--- src/logic/cpal_pkg.sv ---
package cpal_pkg;

	// ------------------------------------------------------------
	// Alarm codes (letter prefix E plus two-digit number)
	// ------------------------------------------------------------
	localparam logic [7:0] CPAL_CODE_PREFIX = 8'h45;
	localparam logic [7:0] CPAL_CODE_NONE   = 8'h00;
	localparam logic [7:0] CPAL_CODE_CTH    = 8'h03;
	localparam logic [7:0] CPAL_CODE_FTH    = 8'h04;
	localparam logic [7:0] CPAL_CODE_AFZ    = 8'h05;
	localparam logic [7:0] CPAL_CODE_PR2    = 8'h06;
	localparam logic [7:0] CPAL_CODE_PR3    = 8'h07;
	localparam logic [7:0] CPAL_CODE_HPD    = 8'h09;
	localparam logic [7:0] CPAL_CODE_HPA    = 8'h11;

	// ------------------------------------------------------------
	// Load mask bit positions
	// ------------------------------------------------------------
	localparam int CPAL_LOAD_W  = 9;
	localparam int CPAL_LD_C1   = 0;
	localparam int CPAL_LD_C2   = 1;
	localparam int CPAL_LD_C3   = 2;
	localparam int CPAL_LD_C4   = 3;
	localparam int CPAL_LD_FAN1 = 4;
	localparam int CPAL_LD_FAN2 = 5;
	localparam logic [8:0] CPAL_LOADS_ALL  = 9'h1FF;
	localparam logic [8:0] CPAL_LOADS_NONE = 9'h000;
	localparam logic [8:0] CPAL_CIRC1_COMP = 9'h003;
	localparam logic [8:0] CPAL_CIRC2_COMP = 9'h00C;
	localparam logic [8:0] CPAL_CIRC1_FANC = 9'h013;

	// ------------------------------------------------------------
	// Probe range in tenths of a degree, probe function selects
	// ------------------------------------------------------------
	localparam logic signed [15:0] CPAL_PROBE_MIN = -16'sd500;
	localparam logic signed [15:0] CPAL_PROBE_MAX = 16'sd1000;
	localparam logic [1:0] CPAL_FUNC_ANTIFREEZE = 2'h1;

	// ------------------------------------------------------------
	// Timing
	// ------------------------------------------------------------
	localparam int CPAL_CLK_HZ   = 50000000;
	localparam int CPAL_TICK_MS  = 1;
	localparam int CPAL_TICK_CYC = CPAL_CLK_HZ / 1000 * CPAL_TICK_MS;
	localparam int CPAL_HOUR_S   = 3600;
	localparam int CPAL_TICKS_PER_S = 1000 / CPAL_TICK_MS;

	typedef enum logic [1:0] {
		CPAL_IDLE    = 2'b00,
		CPAL_ACTIVE  = 2'b01,
		CPAL_LATCHED = 2'b11
	} cpal_state_t;

endpackage : cpal_pkg

--- src/logic/cpal_autoreset.sv ---
`timescale 1ns/10ps
// Auto-reset alarm: counts events in an hour window opened by the first event, latches at limit.
module cpal_autoreset
	import cpal_pkg::*;
#(
	parameter int CNT_W = 8,
	parameter int SEC_W = 12
) (
	input  wire logic             sys_clk,
	input  wire logic             rst_n,
	input  wire logic             sec_tick,
	input  wire logic             cond,
	input  wire logic             count_en,
	input  wire logic [CNT_W-1:0] limit,
	input  wire logic             manual_reset,
	output logic                  alarm,
	output logic                  latched
);

	cpal_state_t      state_ff, nxt_state;
	logic [CNT_W-1:0] count_ff, nxt_count;
	logic [SEC_W-1:0] age_ff,   nxt_age;
	logic             rise;

	assign rise = cond && state_ff == CPAL_IDLE;

	always_comb begin
		nxt_state = state_ff;
		nxt_count = count_ff;
		nxt_age   = age_ff;
		// Window restarts at the first event; simpler than per-event stamps
		if (sec_tick && count_ff != '0) begin
			if (age_ff == SEC_W'(CPAL_HOUR_S - 1)) begin
				nxt_age   = '0;
				nxt_count = '0;
			end else begin
				nxt_age = age_ff + 1'b1;
			end
		end
		case (state_ff)
			CPAL_IDLE: begin
				if (rise) begin
					nxt_state = CPAL_ACTIVE;
					if (count_en) begin
						nxt_count = count_ff + 1'b1;
						if (count_ff == '0)
							nxt_age = '0;
					end
				end
			end
			CPAL_ACTIVE: begin
				if (count_ff >= limit && limit != '0)
					nxt_state = CPAL_LATCHED;
				else if (!cond)
					nxt_state = CPAL_IDLE;
			end
			CPAL_LATCHED: begin
				if (manual_reset && !cond) begin
					nxt_state = CPAL_IDLE;
					nxt_count = '0;
				end
			end
			default: nxt_state = CPAL_IDLE;
		endcase
	end

	always_ff @(posedge sys_clk) begin
		if (!rst_n) begin
			state_ff <= CPAL_IDLE;
			count_ff <= '0;
			age_ff   <= '0;
		end else begin
			state_ff <= nxt_state;
			count_ff <= nxt_count;
			age_ff   <= nxt_age;
		end
	end

	assign alarm   = state_ff != CPAL_IDLE;
	assign latched = state_ff == CPAL_LATCHED;
endmodule : cpal_autoreset

--- src/logic/cpal_top.sv ---
`timescale 1ns/10ps
//
// Behaviour
// - Alarm cuts its loads, shows E-code
// - Compressor one thermal input trips compressor one
// - Thermal alarm auto-resets until hourly limit
// - Thermal alarm ignored during start blanking
// - Fan thermal cuts circuit one, combined adds two
// - Fan thermal auto-resets until own limit
// - Antifreeze on probe two below setpoint
// - Antifreeze ends above setpoint plus hysteresis
// - Antifreeze counts after switch-on or heating
// - Antifreeze cuts circuit one compressors, fans
// - Probe two fault cuts all loads
// - Probe three fault cuts all loads
// - High-pressure switch: compressor one, manual only
// - Analogue high pressure over setpoint
// - Pressure alarm clears below setpoint minus hysteresis
//
module cpal_top
	import cpal_pkg::*;
#(
	parameter int CNT_W       = 8,
	parameter int BLANK_W     = 8,
	parameter int TICK_CYC    = CPAL_TICK_CYC,
	parameter int TICKS_PER_S = CPAL_TICKS_PER_S
) (
	input  wire logic                sys_clk,
	input  wire logic                rst_n,
	input  wire logic                comp_one_thermal,
	input  wire logic                fan_one_thermal,
	input  wire logic                comp_one_high_pressure,
	input  wire logic                probe_two_short,
	input  wire logic                probe_two_open,
	input  wire logic                probe_three_short,
	input  wire logic                probe_three_open,
	input  wire logic signed [15:0]  probe_two,
	input  wire logic signed [15:0]  probe_three,
	input  wire logic signed [15:0]  probe_four,
	input  wire logic                comp_one_running,
	input  wire logic                unit_switched_on,
	input  wire logic                heating_started,
	input  wire logic                manual_reset,
	input  wire logic [1:0]          probe_two_function_select,
	input  wire logic                probe_two_analogue,
	input  wire logic                probe_three_analogue,
	input  wire logic                probe_three_pressure,
	input  wire logic                probe_four_pressure,
	input  wire logic                combined_condensation,
	input  wire logic [CNT_W-1:0]    comp_thermal_event_limit,
	input  wire logic [BLANK_W-1:0]  comp_thermal_blank_time,
	input  wire logic [CNT_W-1:0]    fan_thermal_event_limit,
	input  wire logic [CNT_W-1:0]    antifreeze_event_limit,
	input  wire logic signed [15:0]  antifreeze_setpoint,
	input  wire logic signed [15:0]  antifreeze_hysteresis,
	input  wire logic signed [15:0]  high_pressure_setpoint,
	input  wire logic signed [15:0]  high_pressure_hysteresis,
	output logic [CPAL_LOAD_W-1:0]   load_off_ff,
	output logic [7:0]               code_prefix_ff,
	output logic [7:0]               code_number_ff,
	output logic [6:0]               alarm_active_ff,
	output logic                     any_latched_ff
);

	// ------------------------------------------------------------
	// Input synchronisers for pins
	// ------------------------------------------------------------
	localparam int NSYNC = 9;
	logic [NSYNC-1:0] pin_raw, sync1_ff, sync2_ff;
	assign pin_raw = {comp_one_thermal, fan_one_thermal, comp_one_high_pressure,
	                  probe_two_short, probe_two_open, probe_three_short,
	                  probe_three_open, unit_switched_on, manual_reset};

	always_ff @(posedge sys_clk) begin
		if (!rst_n) begin
			sync1_ff <= '0;
			sync2_ff <= '0;
		end else begin
			sync1_ff <= pin_raw;
			sync2_ff <= sync1_ff;
		end
	end

	logic s_cth, s_fth, s_hpd, s_p2s, s_p2o, s_p3s, s_p3o, s_on, s_mrst;
	assign {s_cth, s_fth, s_hpd, s_p2s, s_p2o, s_p3s, s_p3o, s_on, s_mrst} = sync2_ff;

	// ------------------------------------------------------------
	// Millisecond and second ticks
	// ------------------------------------------------------------
	logic [25:0] tick_cnt_ff, nxt_tick_cnt;
	logic [15:0] ms_cnt_ff, nxt_ms_cnt;
	logic        sec_tick_ff, nxt_sec_tick;

	always_comb begin
		nxt_tick_cnt = tick_cnt_ff + 1'b1;
		nxt_ms_cnt   = ms_cnt_ff;
		nxt_sec_tick = 1'b0;
		if (tick_cnt_ff == 26'(TICK_CYC - 1)) begin
			nxt_tick_cnt = '0;
			nxt_ms_cnt   = ms_cnt_ff + 1'b1;
			if (ms_cnt_ff == 16'(TICKS_PER_S - 1)) begin
				nxt_ms_cnt   = '0;
				nxt_sec_tick = 1'b1;
			end
		end
	end

	always_ff @(posedge sys_clk) begin
		if (!rst_n) begin
			tick_cnt_ff <= '0;
			ms_cnt_ff   <= '0;
			sec_tick_ff <= 1'b0;
		end else begin
			tick_cnt_ff <= nxt_tick_cnt;
			ms_cnt_ff   <= nxt_ms_cnt;
			sec_tick_ff <= nxt_sec_tick;
		end
	end

	// ------------------------------------------------------------
	// Compressor start blanking timer, in seconds
	// ------------------------------------------------------------
	logic [BLANK_W-1:0] blank_ff, nxt_blank;
	logic               run_d_ff;

	always_comb begin
		nxt_blank = blank_ff;
		if (comp_one_running && !run_d_ff)
			nxt_blank = comp_thermal_blank_time;
		else if (sec_tick_ff && blank_ff != '0)
			nxt_blank = blank_ff - 1'b1;
	end

	always_ff @(posedge sys_clk) begin
		if (!rst_n) begin
			blank_ff <= '0;
			run_d_ff <= 1'b0;
		end else begin
			blank_ff <= nxt_blank;
			run_d_ff <= comp_one_running;
		end
	end

	// ------------------------------------------------------------
	// Analogue conditions with hysteresis
	// ------------------------------------------------------------
	logic        afz_ff, nxt_afz;
	logic        hpa_ff, nxt_hpa;
	logic        count_arm_ff, nxt_count_arm;
	logic        on_d_ff;
	logic signed [16:0] afz_off_lvl, hpa_off_lvl, hp_val;
	logic        afz_en, hpa_en;

	function automatic logic probe_bad(input logic sh, input logic op,
	                                   input logic signed [15:0] v);
		probe_bad = sh || op || v < CPAL_PROBE_MIN || v > CPAL_PROBE_MAX;
	endfunction : probe_bad

	assign afz_en      = probe_two_function_select == CPAL_FUNC_ANTIFREEZE;
	assign hpa_en      = probe_three_pressure || probe_four_pressure;
	assign afz_off_lvl = 17'(antifreeze_setpoint) + 17'(antifreeze_hysteresis);
	assign hpa_off_lvl = 17'(high_pressure_setpoint) - 17'(high_pressure_hysteresis);
	assign hp_val      = probe_three_pressure ? 17'(probe_three) : 17'(probe_four);

	always_comb begin
		nxt_afz = afz_ff;
		if (!afz_en)
			nxt_afz = 1'b0;
		else if (probe_two < antifreeze_setpoint)
			nxt_afz = 1'b1;
		else if (17'(probe_two) > afz_off_lvl)
			nxt_afz = 1'b0;
		nxt_hpa = hpa_ff;
		if (!hpa_en)
			nxt_hpa = 1'b0;
		else if (hp_val > 17'(high_pressure_setpoint))
			nxt_hpa = 1'b1;
		else if (hp_val < hpa_off_lvl)
			nxt_hpa = 1'b0;
		// Counting armed from switch-on or heating start
		nxt_count_arm = count_arm_ff || (s_on && !on_d_ff) || heating_started;
	end

	always_ff @(posedge sys_clk) begin
		if (!rst_n) begin
			afz_ff       <= 1'b0;
			hpa_ff       <= 1'b0;
			count_arm_ff <= 1'b0;
			on_d_ff      <= 1'b0;
		end else begin
			afz_ff       <= nxt_afz;
			hpa_ff       <= nxt_hpa;
			count_arm_ff <= nxt_count_arm;
			on_d_ff      <= s_on;
		end
	end

	// ------------------------------------------------------------
	// Auto-reset alarm channels
	// ------------------------------------------------------------
	logic cth_cond, cth_al, fth_al, afz_al, cth_lt, fth_lt, afz_lt;
	assign cth_cond = s_cth && blank_ff == '0;

	cpal_autoreset #(.CNT_W(CNT_W)) u_cth (
		.sys_clk     (sys_clk),
		.rst_n       (rst_n),
		.sec_tick    (sec_tick_ff),
		.cond        (cth_cond),
		.count_en    (1'b1),
		.limit       (comp_thermal_event_limit),
		.manual_reset(s_mrst),
		.alarm       (cth_al),
		.latched     (cth_lt)
	);

	cpal_autoreset #(.CNT_W(CNT_W)) u_fth (
		.sys_clk     (sys_clk),
		.rst_n       (rst_n),
		.sec_tick    (sec_tick_ff),
		.cond        (s_fth),
		.count_en    (1'b1),
		.limit       (fan_thermal_event_limit),
		.manual_reset(s_mrst),
		.alarm       (fth_al),
		.latched     (fth_lt)
	);

	cpal_autoreset #(.CNT_W(CNT_W)) u_afz (
		.sys_clk     (sys_clk),
		.rst_n       (rst_n),
		.sec_tick    (sec_tick_ff),
		.cond        (afz_ff),
		.count_en    (count_arm_ff),
		.limit       (antifreeze_event_limit),
		.manual_reset(s_mrst),
		.alarm       (afz_al),
		.latched     (afz_lt)
	);

	// ------------------------------------------------------------
	// Manual-only high-pressure latch and probe faults
	// ------------------------------------------------------------
	logic hpd_ff, nxt_hpd, p2f, p3f;
	always_comb begin
		nxt_hpd = hpd_ff;
		if (s_hpd)
			nxt_hpd = 1'b1;
		else if (s_mrst)
			nxt_hpd = 1'b0;
	end

	always_ff @(posedge sys_clk) begin
		if (!rst_n)
			hpd_ff <= 1'b0;
		else
			hpd_ff <= nxt_hpd;
	end

	assign p2f = probe_two_analogue && probe_bad(s_p2s, s_p2o, probe_two);
	assign p3f = probe_three_analogue && probe_bad(s_p3s, s_p3o, probe_three);

	// ------------------------------------------------------------
	// Load shutdown and code display; lowest code shown first
	// ------------------------------------------------------------
	logic [CPAL_LOAD_W-1:0] nxt_load_off;
	logic [7:0]             nxt_code;
	logic [6:0]             act;
	assign act = {hpa_ff, hpd_ff, p3f, p2f, afz_al, fth_al, cth_al};

	always_comb begin
		nxt_load_off = CPAL_LOADS_NONE;
		if (cth_al)
			nxt_load_off[CPAL_LD_C1] = 1'b1;
		if (fth_al)
			nxt_load_off = nxt_load_off | CPAL_CIRC1_FANC
			             | (combined_condensation ? CPAL_CIRC2_COMP : CPAL_LOADS_NONE);
		if (afz_al)
			nxt_load_off = nxt_load_off | CPAL_CIRC1_FANC;
		if (hpd_ff)
			nxt_load_off[CPAL_LD_C1] = 1'b1;
		if (hpa_ff)
			nxt_load_off = nxt_load_off | CPAL_CIRC1_COMP;
		if (p2f || p3f)
			nxt_load_off = CPAL_LOADS_ALL;
		nxt_code = CPAL_CODE_NONE;
		if (hpa_ff)      nxt_code = CPAL_CODE_HPA;
		if (hpd_ff)      nxt_code = CPAL_CODE_HPD;
		if (p3f)         nxt_code = CPAL_CODE_PR3;
		if (p2f)         nxt_code = CPAL_CODE_PR2;
		if (afz_al)      nxt_code = CPAL_CODE_AFZ;
		if (fth_al)      nxt_code = CPAL_CODE_FTH;
		if (cth_al)      nxt_code = CPAL_CODE_CTH;
	end

	always_ff @(posedge sys_clk) begin
		if (!rst_n) begin
			load_off_ff     <= CPAL_LOADS_NONE;
			code_prefix_ff  <= CPAL_CODE_NONE;
			code_number_ff  <= CPAL_CODE_NONE;
			alarm_active_ff <= '0;
			any_latched_ff  <= 1'b0;
		end else begin
			load_off_ff     <= nxt_load_off;
			code_prefix_ff  <= (nxt_code == CPAL_CODE_NONE) ? CPAL_CODE_NONE : CPAL_CODE_PREFIX;
			code_number_ff  <= nxt_code;
			alarm_active_ff <= act;
			any_latched_ff  <= cth_lt || fth_lt || afz_lt || hpd_ff;
		end
	end
endmodule : cpal_top

--- config.mk ---
export PLATFORM = sky130hd
export DESIGN_NAME = cpal_top
export DESIGN_NICKNAME = d
export VERILOG_FILES = /design/src/logic/cpal_pkg.sv /design/src/logic/cpal_autoreset.sv /design/src/logic/cpal_top.sv
export SDC_FILE = /design/constraint.sdc
export NUM_CORES = 1
export LEC_CHECK = 0
export BUFFER_PORTS_ARGS = -buffer_cell sky130_fd_sc_hd__clkbuf_2
export CORE_MARGIN = 10
export CORE_UTILIZATION = 40
export DETAILED_ROUTE_END_ITERATION = 16
export GPL_ROUTABILITY_DRIVEN = 0
export SLEW_MARGIN = 30
export SYNTH_ARGS = -nofsm -noshare
export SYNTH_HDL_FRONTEND = slang
export SYNTH_SLANG_ARGS = --single-unit
export TNS_END_PERCENT = 5
--- constraint.sdc ---
create_clock -name sys_clk -period 6.8 [get_ports sys_clk]
set_input_delay 1.36 -clock sys_clk [delete_from_list [all_inputs] [get_ports sys_clk]]
set_output_delay 1.36 -clock sys_clk [all_outputs]
set_load 0.01 [all_outputs]
Word level (Yosys, flattened, before mapping)
Cells that the tools add are included.

word-level totals
  register bits = 174
  output and inout port bits = 33
  input port bits = 164

cells by class
  order comparisons = 11
  eq/ne operators = 21
  $add $sub $neg = 11
  reductions and logical operators = 65
  mux-type cells = 73
  bitwise gates (word level) = 1

operator list
  operator                                              count
  2-to-1 mux 12 bit                                     16
  2-to-1 mux 8 bit                                      21
  nonzero test 8 bit                                    7
  case mux 8 bit (2 select lines)                       3
  logical NOT 8 bit                                     5
  adder 12 x 1 -> 12 bit, second input constant         3
  == test 12 bit, second input constant                 3
  > comparator 16 x 11 -> 1 bit, second input constant  2
  < comparator 16 x 10 -> 1 bit, second input constant  2
  adder 26 x 1 -> 26 bit, second input constant         1
  == test 26 x 16 -> 1 bit, second input constant       1
  2-to-1 mux 2 bit                                      13
  adder 8 x 1 -> 8 bit, second input constant           3
  >= comparator 8 bit                                   3
  logical AND 1 bit                                     18
  case mux 2 bit (3 select lines)                       3
  adder 16 x 16 -> 17 bit                               1
  > comparator 16 x 17 -> 1 bit                         1
  > comparator 17 x 16 -> 1 bit                         1
  < comparator 17 bit                                   1
  2-to-1 mux 17 bit                                     1
  subtractor 16 x 16 -> 17 bit                          1
  adder 16 x 1 -> 16 bit, second input constant         1
  == test 16 x 10 -> 1 bit, second input constant       1
  other kinds (21)                                      70

Logic depth before layout (Yosys ltp)
Gate-level depths: netlist (run 1).

  depth in word-level cells = 11
  mapped depth = 16
  depth with buffers taken out = 16

Modules after synthesis
Synthesis (run 1) repeated with hierarchy kept, for this count alone.

unflattened totals
  cells, all modules = 1413
  area, all modules = 11806.3 um^2

by module, submodules not included
  module                      sequential area each (um^2)  cells an instance  area an instance (um^2)  instances
  cpal_top                    1881.8                       838                7124.3                   1
  cpal_autoreset (u_afz ...)  440.4                        190                1559.0                   2
  cpal_autoreset (u_fth)      440.4                        195                1564.0                   1

Worst setup path after synthesis (run 1)
Ideal clock, no wire load.

  path kind = input to register
  start = input high_pressure_setpoint[0]
  end = register hpa_ff
  setup slack = 2504 ps
  path buffers = 0
  setup time = 101 ps
  stages = 15
  arrival time = 4195 ps
  path through = inv_1 ha_1 inv_1 fa_1 a211oi_1 o21bai_1 o2111a_1 o21ai_0 a31oi_1 a221o_1 ha_1 nand4_1 nor3_1 nor2_1 o41ai_1

between the ends
  word-level cells in the longest chain between the ends = 3

ends and longest elaborated chain
  element                       RTL line         text
  from (decl)                   cpal_top.sv:56   input wire logic signed [15:0] high_pressure_setpoint,
  subtractor 16 x 16 -> 17 bit  cpal_top.sv:162  assign hpa_off_lvl = 17'(high_pressure_setpoint) - 17'(high_pressure_hysteresis);
  < comparator 17 bit           cpal_top.sv:178  else if (hp_val < hpa_off_lvl)
  nonzero test 2 bit (no line)  n/a
  to (signal assigned)          cpal_top.sv:192  hpa_ff <= nxt_hpa;
  to (decl)                     cpal_top.sv:148  logic hpa_ff, nxt_hpa;

Parallel ways exist; a longest one is shown, timed or not.
A chain may end at the register's enable or synchronous reset.

Worst setup path after layout (run 1)
Same ends and word-level chain as after synthesis.

==> flow_summary.toml, run 1 <==
[status]
status = "completed"

[place]
hpwl_um = 23600
place_inst = 1881
portBuffers = 188
place_ws_ps = 1910
place_area_um2 = 12300

[run]
maxCapViolations = 0

[worst_setup_path]
path_class = "primary input to flip-flop"
crit_fanout = 3
cp-end-kind = "flip-flop"
cp_cell_sequence = "clkbuf_2 -> inv_1 -> ha_1 -> inv_1 -> fa_1 -> a211oi_1 -> o21bai_1 -> o2111a_1 -> o21ai_0 -> a31oi_1 -> xnor2_1 -> ha_1 -> a21oi_1 -> o211ai_1 -> a2111oi_0 -> and3_1 -> o41ai_1"
cp.required_ps = 7120
cp.arrival_ps = 4770
cpMaxStageDelayCell = "fa_1"
critPathMaxStageDelay_ps = 420
startpoint_type = "primary input"

[global_route]
overflow = 0
grt_pass1_vias = 9972
grt_use_total_pct = 17.1
grt_pass1_wl_um = 48600
grt_max_degree = 59
antenna_found_initial = 0

[routing]
drc_errors = 0
routedWlPerCell_um = 15.2
dr_total_vias = 9960
first_pass_iters = 5
wl_um = 29200
ant_nets = 0
dr.first_iter.drc_count = 520
viasPerCell = 5.20

[sta]
hold_slack_ps = 432
skew_ps = 11.0
maxSlewViolCount = 0
timing.final.crit_share_pct = 65.3
rsz0062_at_grt = "false"
worst_pin_slew_ps = 920
fmax_mhz = 225
hold_viol = 0
relSlewSlack_pct = 38.1
finalSetupViolations = 0
fin_ws_ps = 2360
tns_ps = 0
min_period_ps = 4440

[synth]
async_flop_share_pct = 0
synth_flop_cell = "dfxtp_1"
syn_area_um2 = 11100
synth_cell_types = 79
synthCells = 1350
ys_ff_latch = 160
ys_seq_area_share_pct = 29.0
synth_warnings = 0
synth.avg_cell_area_um2 = 8.19
synth_edf_count = 0

[floorplanning]
pin_count = 197
die_x_um = 186
num_rows = 60
design.core.area_um2 = 27100
die-area_um2 = 34700
start_util_pct = 40.8
die_y_um = 186

[cts]
cts-root-buf = "clkbuf_16"
cts_setup_buffers = 0
cts_tree = "built"
clock_path_buffers = 2
hold_buffers = 0
cts_resized = 0
cts_buffers = 17
cts-htree-levels = 4
clkSinkCount = 160
clkLatencyLatePin_ps = 430
cts.clk_slew.worst_paths_ps = 70

[pwr]
seqPwrFrac_pct = 39.3
power.density_nw_per_um2 = 195
power_frac_comb_pct = 22.2
sw_frac_of_total_pct = 29.2
finalPower_mw = 2.52
clock_power_share_pct = 38.5
p_int_mw = 1.78
ir_drop_mv = 0.126
power.switching_mw = 0.734
p_leak_nw = 5.88

[layout]
stdcell_area_um2 = 12900
seq_area_um2 = 3200
final_common_cell = "clkbuf_2"
multi_input_area_um2 = 7260
antenna_cells = 0
layout_common_cells = "clkbuf_2, dfxtp_1, nor2_1"
fin_cells = 1914
fillers = 2683
area_growth_pct = 16.9
utilization_pct = 47.7
drive_gt1_share_pct = 16.9
fin_nets = 1836

[hold_path]
hold_class = "flip-flop to flip-flop"
## routing by layer
metal / share of wire (%) / vias up / global-route usage, %
met2: 47 / 195 / 29.3
met1: 46 / 4576 / 20.7
li1: - / 5158 / -
met5: 0 / - / 0
met3: 5.2 / 31 / 4.13
met4: 1.5 / 0 / 5.03
## kinds of logic after synthesis
group | Yosys count | synth area share (%)
simple gates | 511 | 23.6
compound gates | 267 | 15.8
flops | 160 | 29.0
buf+inv | 152 | 5.68
fa+ha+maj | 143 | 16.3
xor+xnor | 96 | 7.61
mux | 20 | 1.98
other cells | 1 | 0.0339
## flip-flops by register name (all words and copies together) (netlist names), 7 cells and up
register,flops
u_afz.age_ff,12
sync1_ff,9
u_fth.age_ff,12
tick_cnt_ff,26
blank_ff,8
alarm_active_ff,7
u_fth.count_ff,8
u_cth.count_ff,8
sync2_ff,9
ms_cnt_ff,16
u_cth.age_ff,12
u_afz.count_ff,8
## layout make-up
class	instances	area share [%]
multi-input cells	1045	56.2
clock inverters	11	0.988
repair buffers	192	7.52
inverters	113	3.28
clock buffers	21	3.64
flip-flops and latches	160	24.8
well taps	372	3.60
## critical path: cells and delay by family
| family | cells | cell delay (ps) |
|---|---|---|
| AOI/OAI and AO/OA | 9 | 1950 |
| xor gates and xnor gates | 1 | 160 |
| adders and majority gates | 3 | 870 |
| buffers and inverters | 3 | 200 |
| and+or+nand+nor | 1 | 210 |
## synth_stat cells (9+ instances only)
cell type    n  share of area, %
o21a_1      10              0.68
xor2_1      61               4.8
inv_1      113               3.8
nand3_1     59               2.7
nor3_1      19              0.86
dfxtp_1    160                29
nand2b_1    22               1.2
a31oi_1     23               1.3
buf_4       14              0.95
xnor2_1     35               2.8
clkbuf_1    18              0.61
nor2b_1     14              0.79
a21oi_1     72               3.3
a21o_1      22               1.5
nand4_1     31               1.8
mux2_2      15               1.5
or3_1        9              0.51
and3_1      29               1.6
nor4_1      31               1.8
ha_1       141                16
o21ai_0     49               2.2
and2_1      28               1.6
nand2_1     82               2.8
o31ai_1      9              0.61
nor2_1     154               5.2
o211ai_1    16               1.1
## power groups by stage
| stage | sequential (mW) | clock [mW] | combinational, mW |
|---|---|---|---|
| after CTS | 0.989 | 0.990 | 0.561 |
| after global routing | 0.993 | 1.03 | 0.639 |
| after detailed placement | 1.01 | 0 | 0.556 |
| after floorplan | 1.01 | 0 | 0.378 |
| after global placement | 1.01 | 0 | 0.547 |
| final | 0.989 | 0.967 | 0.559 |
## worst paths after layout
| path | endpoint | slack, ps | from | cells past startpoint |
|---|---|---|---|---|
| min | sync2_ff[4] | 430 | sync1_ff[4] | 1 |
| max | hpa_ff | 2360 | high_pressure_setpoint[0] | 17 |
| max reg2reg | ms_cnt_ff[0] | 4270 | tick_cnt_ff[0] | 6 |
| min reg2reg | sync2_ff[4] | 430 | sync1_ff[4] | 1 |
(Power assumes the default switching activity.)
==> run 2: changes to the inputs <==
==> constraint.sdc (replaced) <==
create_clock -name sys_clk -period 3.7 [get_ports sys_clk]
set_input_delay 0.74 -clock sys_clk [delete_from_list [all_inputs] [get_ports sys_clk]]
set_output_delay 0.74 -clock sys_clk [all_outputs]
set_load 0.01 [all_outputs]
==> run 2 against run 1 <==
  * Flip-flop and latch count stayed put
  * Clock skew is 4.4 ps higher
  * Clock-buffer cell count decreased by 3
  * Clock power rose by 74%
  * Die area did not move
  * Critical path type unchanged
  * Critical endpoint unchanged
==> flow_summary.toml, run 2 (synthesized netlist as in run 1, its figures left out) <==
[status]
status = "completed"

[pwr]
clock_power_share_pct = 36.8
p_int_mw = 3.19
seqPwrFrac_pct = 39.8
ir_drop_mv = 0.292
sw_frac_of_total_pct = 30.0
p_leak_nw = 5.99
power.density_nw_per_um2 = 347
power_frac_comb_pct = 23.4
power.switching_mw = 1.37

[global_route]
overflow = 0
grt_use_total_pct = 16.9
grt_pass1_vias = 9962
grt_pass1_wl_um = 48100
antenna_found_initial = 0
grt_max_degree = 41

[worst_setup_path]
critPathMaxStageDelay_ps = 350
rrSetupSlack_ps = 1150
cp.required_ps = 4020
r2r_start = "tick_cnt_ff[0]"
crit_start = "high_pressure_setpoint[0]"
cpMaxStageDelayCell = "fa_2"
cp-end-kind = "flip-flop"
cp_top_family = "compound AO/OA/AOI/OAI gates"
cp_cell_sequence = "clkbuf_2 -> inv_1 -> ha_1 -> inv_1 -> fa_2 -> a211oi_2 -> o21bai_1 -> o2111a_1 -> o21ai_1 -> buf_4 -> a31oi_1 -> a221o_1 -> ha_4 -> nand4_1 -> nor3_2 -> nor2_1 -> o41ai_1"
crit_top_cell = "inv_1"
crit_buf_inv = 4
startpoint_type = "primary input"
crit_fanout = 3
cp.arrival_ps = 3850
path_class = "primary input to flip-flop"

[routing]
dr.first_iter.drc_count = 392
wl_met2_um = 13900
viasPerCell = 5.17
routedWlPerCell_um = 15.0
wl_um = 29200
top_layer = "met4"
drc_errors = 0
dr_wl_met3_um = 1490
ant_nets = 0
dr_total_vias = 10000
m1WireLength_um = 13400
first_pass_iters = 5

[place]
place_inst = 1908
hpwl_um = 23800
portBuffers = 188

[sta]
min_period_ps = 3530
hold_slack_ps = 432
hold_viol = 0
worst_pin_slew_ps = 898
maxSlewViolCount = 0
skew_ps = 15.4
fmax_mhz = 284
relSlewSlack_pct = 39.3
finalSetupViolations = 0
timing.final.crit_share_pct = 95.3

[cts]
cts_buffers = 17
clkSinkCount = 160
cts.clk_slew.worst_paths_ps = 70
clock_path_buffers = 2
clkLatencyLatePin_ps = 420
cts_setup_buffers = 0
cts-htree-levels = 4
cts-root-buf = "clkbuf_16"
cts_tree = "built"

[hold_path]
hold_class = "flip-flop to flip-flop"
hold_start = "sync1_ff[7]"

[floorplanning]
die_y_um = 186
die_x_um = 186
design.core.area_um2 = 27100
die-area_um2 = 34700
num_rows = 60
pin_count = 197
start_util_pct = 40.8

[layout]
seq_area_um2 = 3200
multi_input_area_um2 = 7290
fin_cells = 1942
reg.largest.list = "tick_cnt_ff (26), ms_cnt_ff (16)"
layout_common_cells = "clkbuf_2, dfxtp_1, nor2_1"
final_common_cell = "clkbuf_2"
area_growth_pct = 18.7
largest_reg_flops = 26
max_flop_register = "tick_cnt_ff"
fillers = 2703
fin_nets = 1863
drive_gt1_share_pct = 18.7

[run]
maxCapViolations = 0
run 2: changes by cell type in the layout (fill, tap and decap cells not counted), sizes merged:
cell / change
buf: +28
clkbuf: -4
inv: +2
bufinv: -1
clkinv: +1
clkinvlp: +1
diode: +1
run 2: power groups by stage:
stage | clock [mW] | sequential, mW | combinational (mW)
3_5_place_dp | 0 | 1.86 | 1.05
6_report | 1.68 | 1.82 | 1.07
4_1_cts | 1.71 | 1.82 | 1.06
5_1_grt | 1.78 | 1.82 | 1.22
2_1_floorplan | 0 | 1.85 | 0.695
3_3_place_gp | 0 | 1.86 | 1.04
run 2: final cells by class:
| type | instances | share of cell area (%) |
|---|---|---|
| tap | 372 | 3.55 |
| antenna | 1 | 0.0191 |
| clock buffer | 18 | 3.27 |
| inverter | 113 | 3.23 |
| multi-input combinational | 1045 | 55.6 |
| sequential | 160 | 24.4 |
| clock inverter | 14 | 1.00 |
| timing repair buffer | 219 | 8.93 |
run 2: repair_timing:
action / 4_1_cts / 5_1_grt
setup endpoints to repair: 0 / 2
hold buffers: 0 / 0
resized for setup: 0 / 10
run 2: path summary, 6_finish.rpt:
check	endpoint	cells past startpoint
min	sync2_ff[7]	1
max	hpa_ff	17
max reg2reg	ms_cnt_ff[0]	6
min reg2reg	sync2_ff[7]	1
run 2: through the flow:
step           util (%)  cell area (um2)  setup TNS (ps)  total power, mW  setup WS, ps
2_1_floorplan         -            11100               0             2.55          24.2
3_3_place_gp       46.1            12500            -367             2.89          -297
3_5_place_dp       46.1            12500            -490             2.91          -382
4_1_cts            48.2            13100               0             4.59          54.1
5_1_grt            48.4            13100           -12.9             4.82         -7.64
6_report           48.4            13100               0             4.56           174
run 2: metal layers:
layer,vias to the layer above,GRT usage [%]
met3,23,4.06
met5,-,0
met2,214,28.8
li1,5203,-
met1,4600,20.9
met4,0,4.77
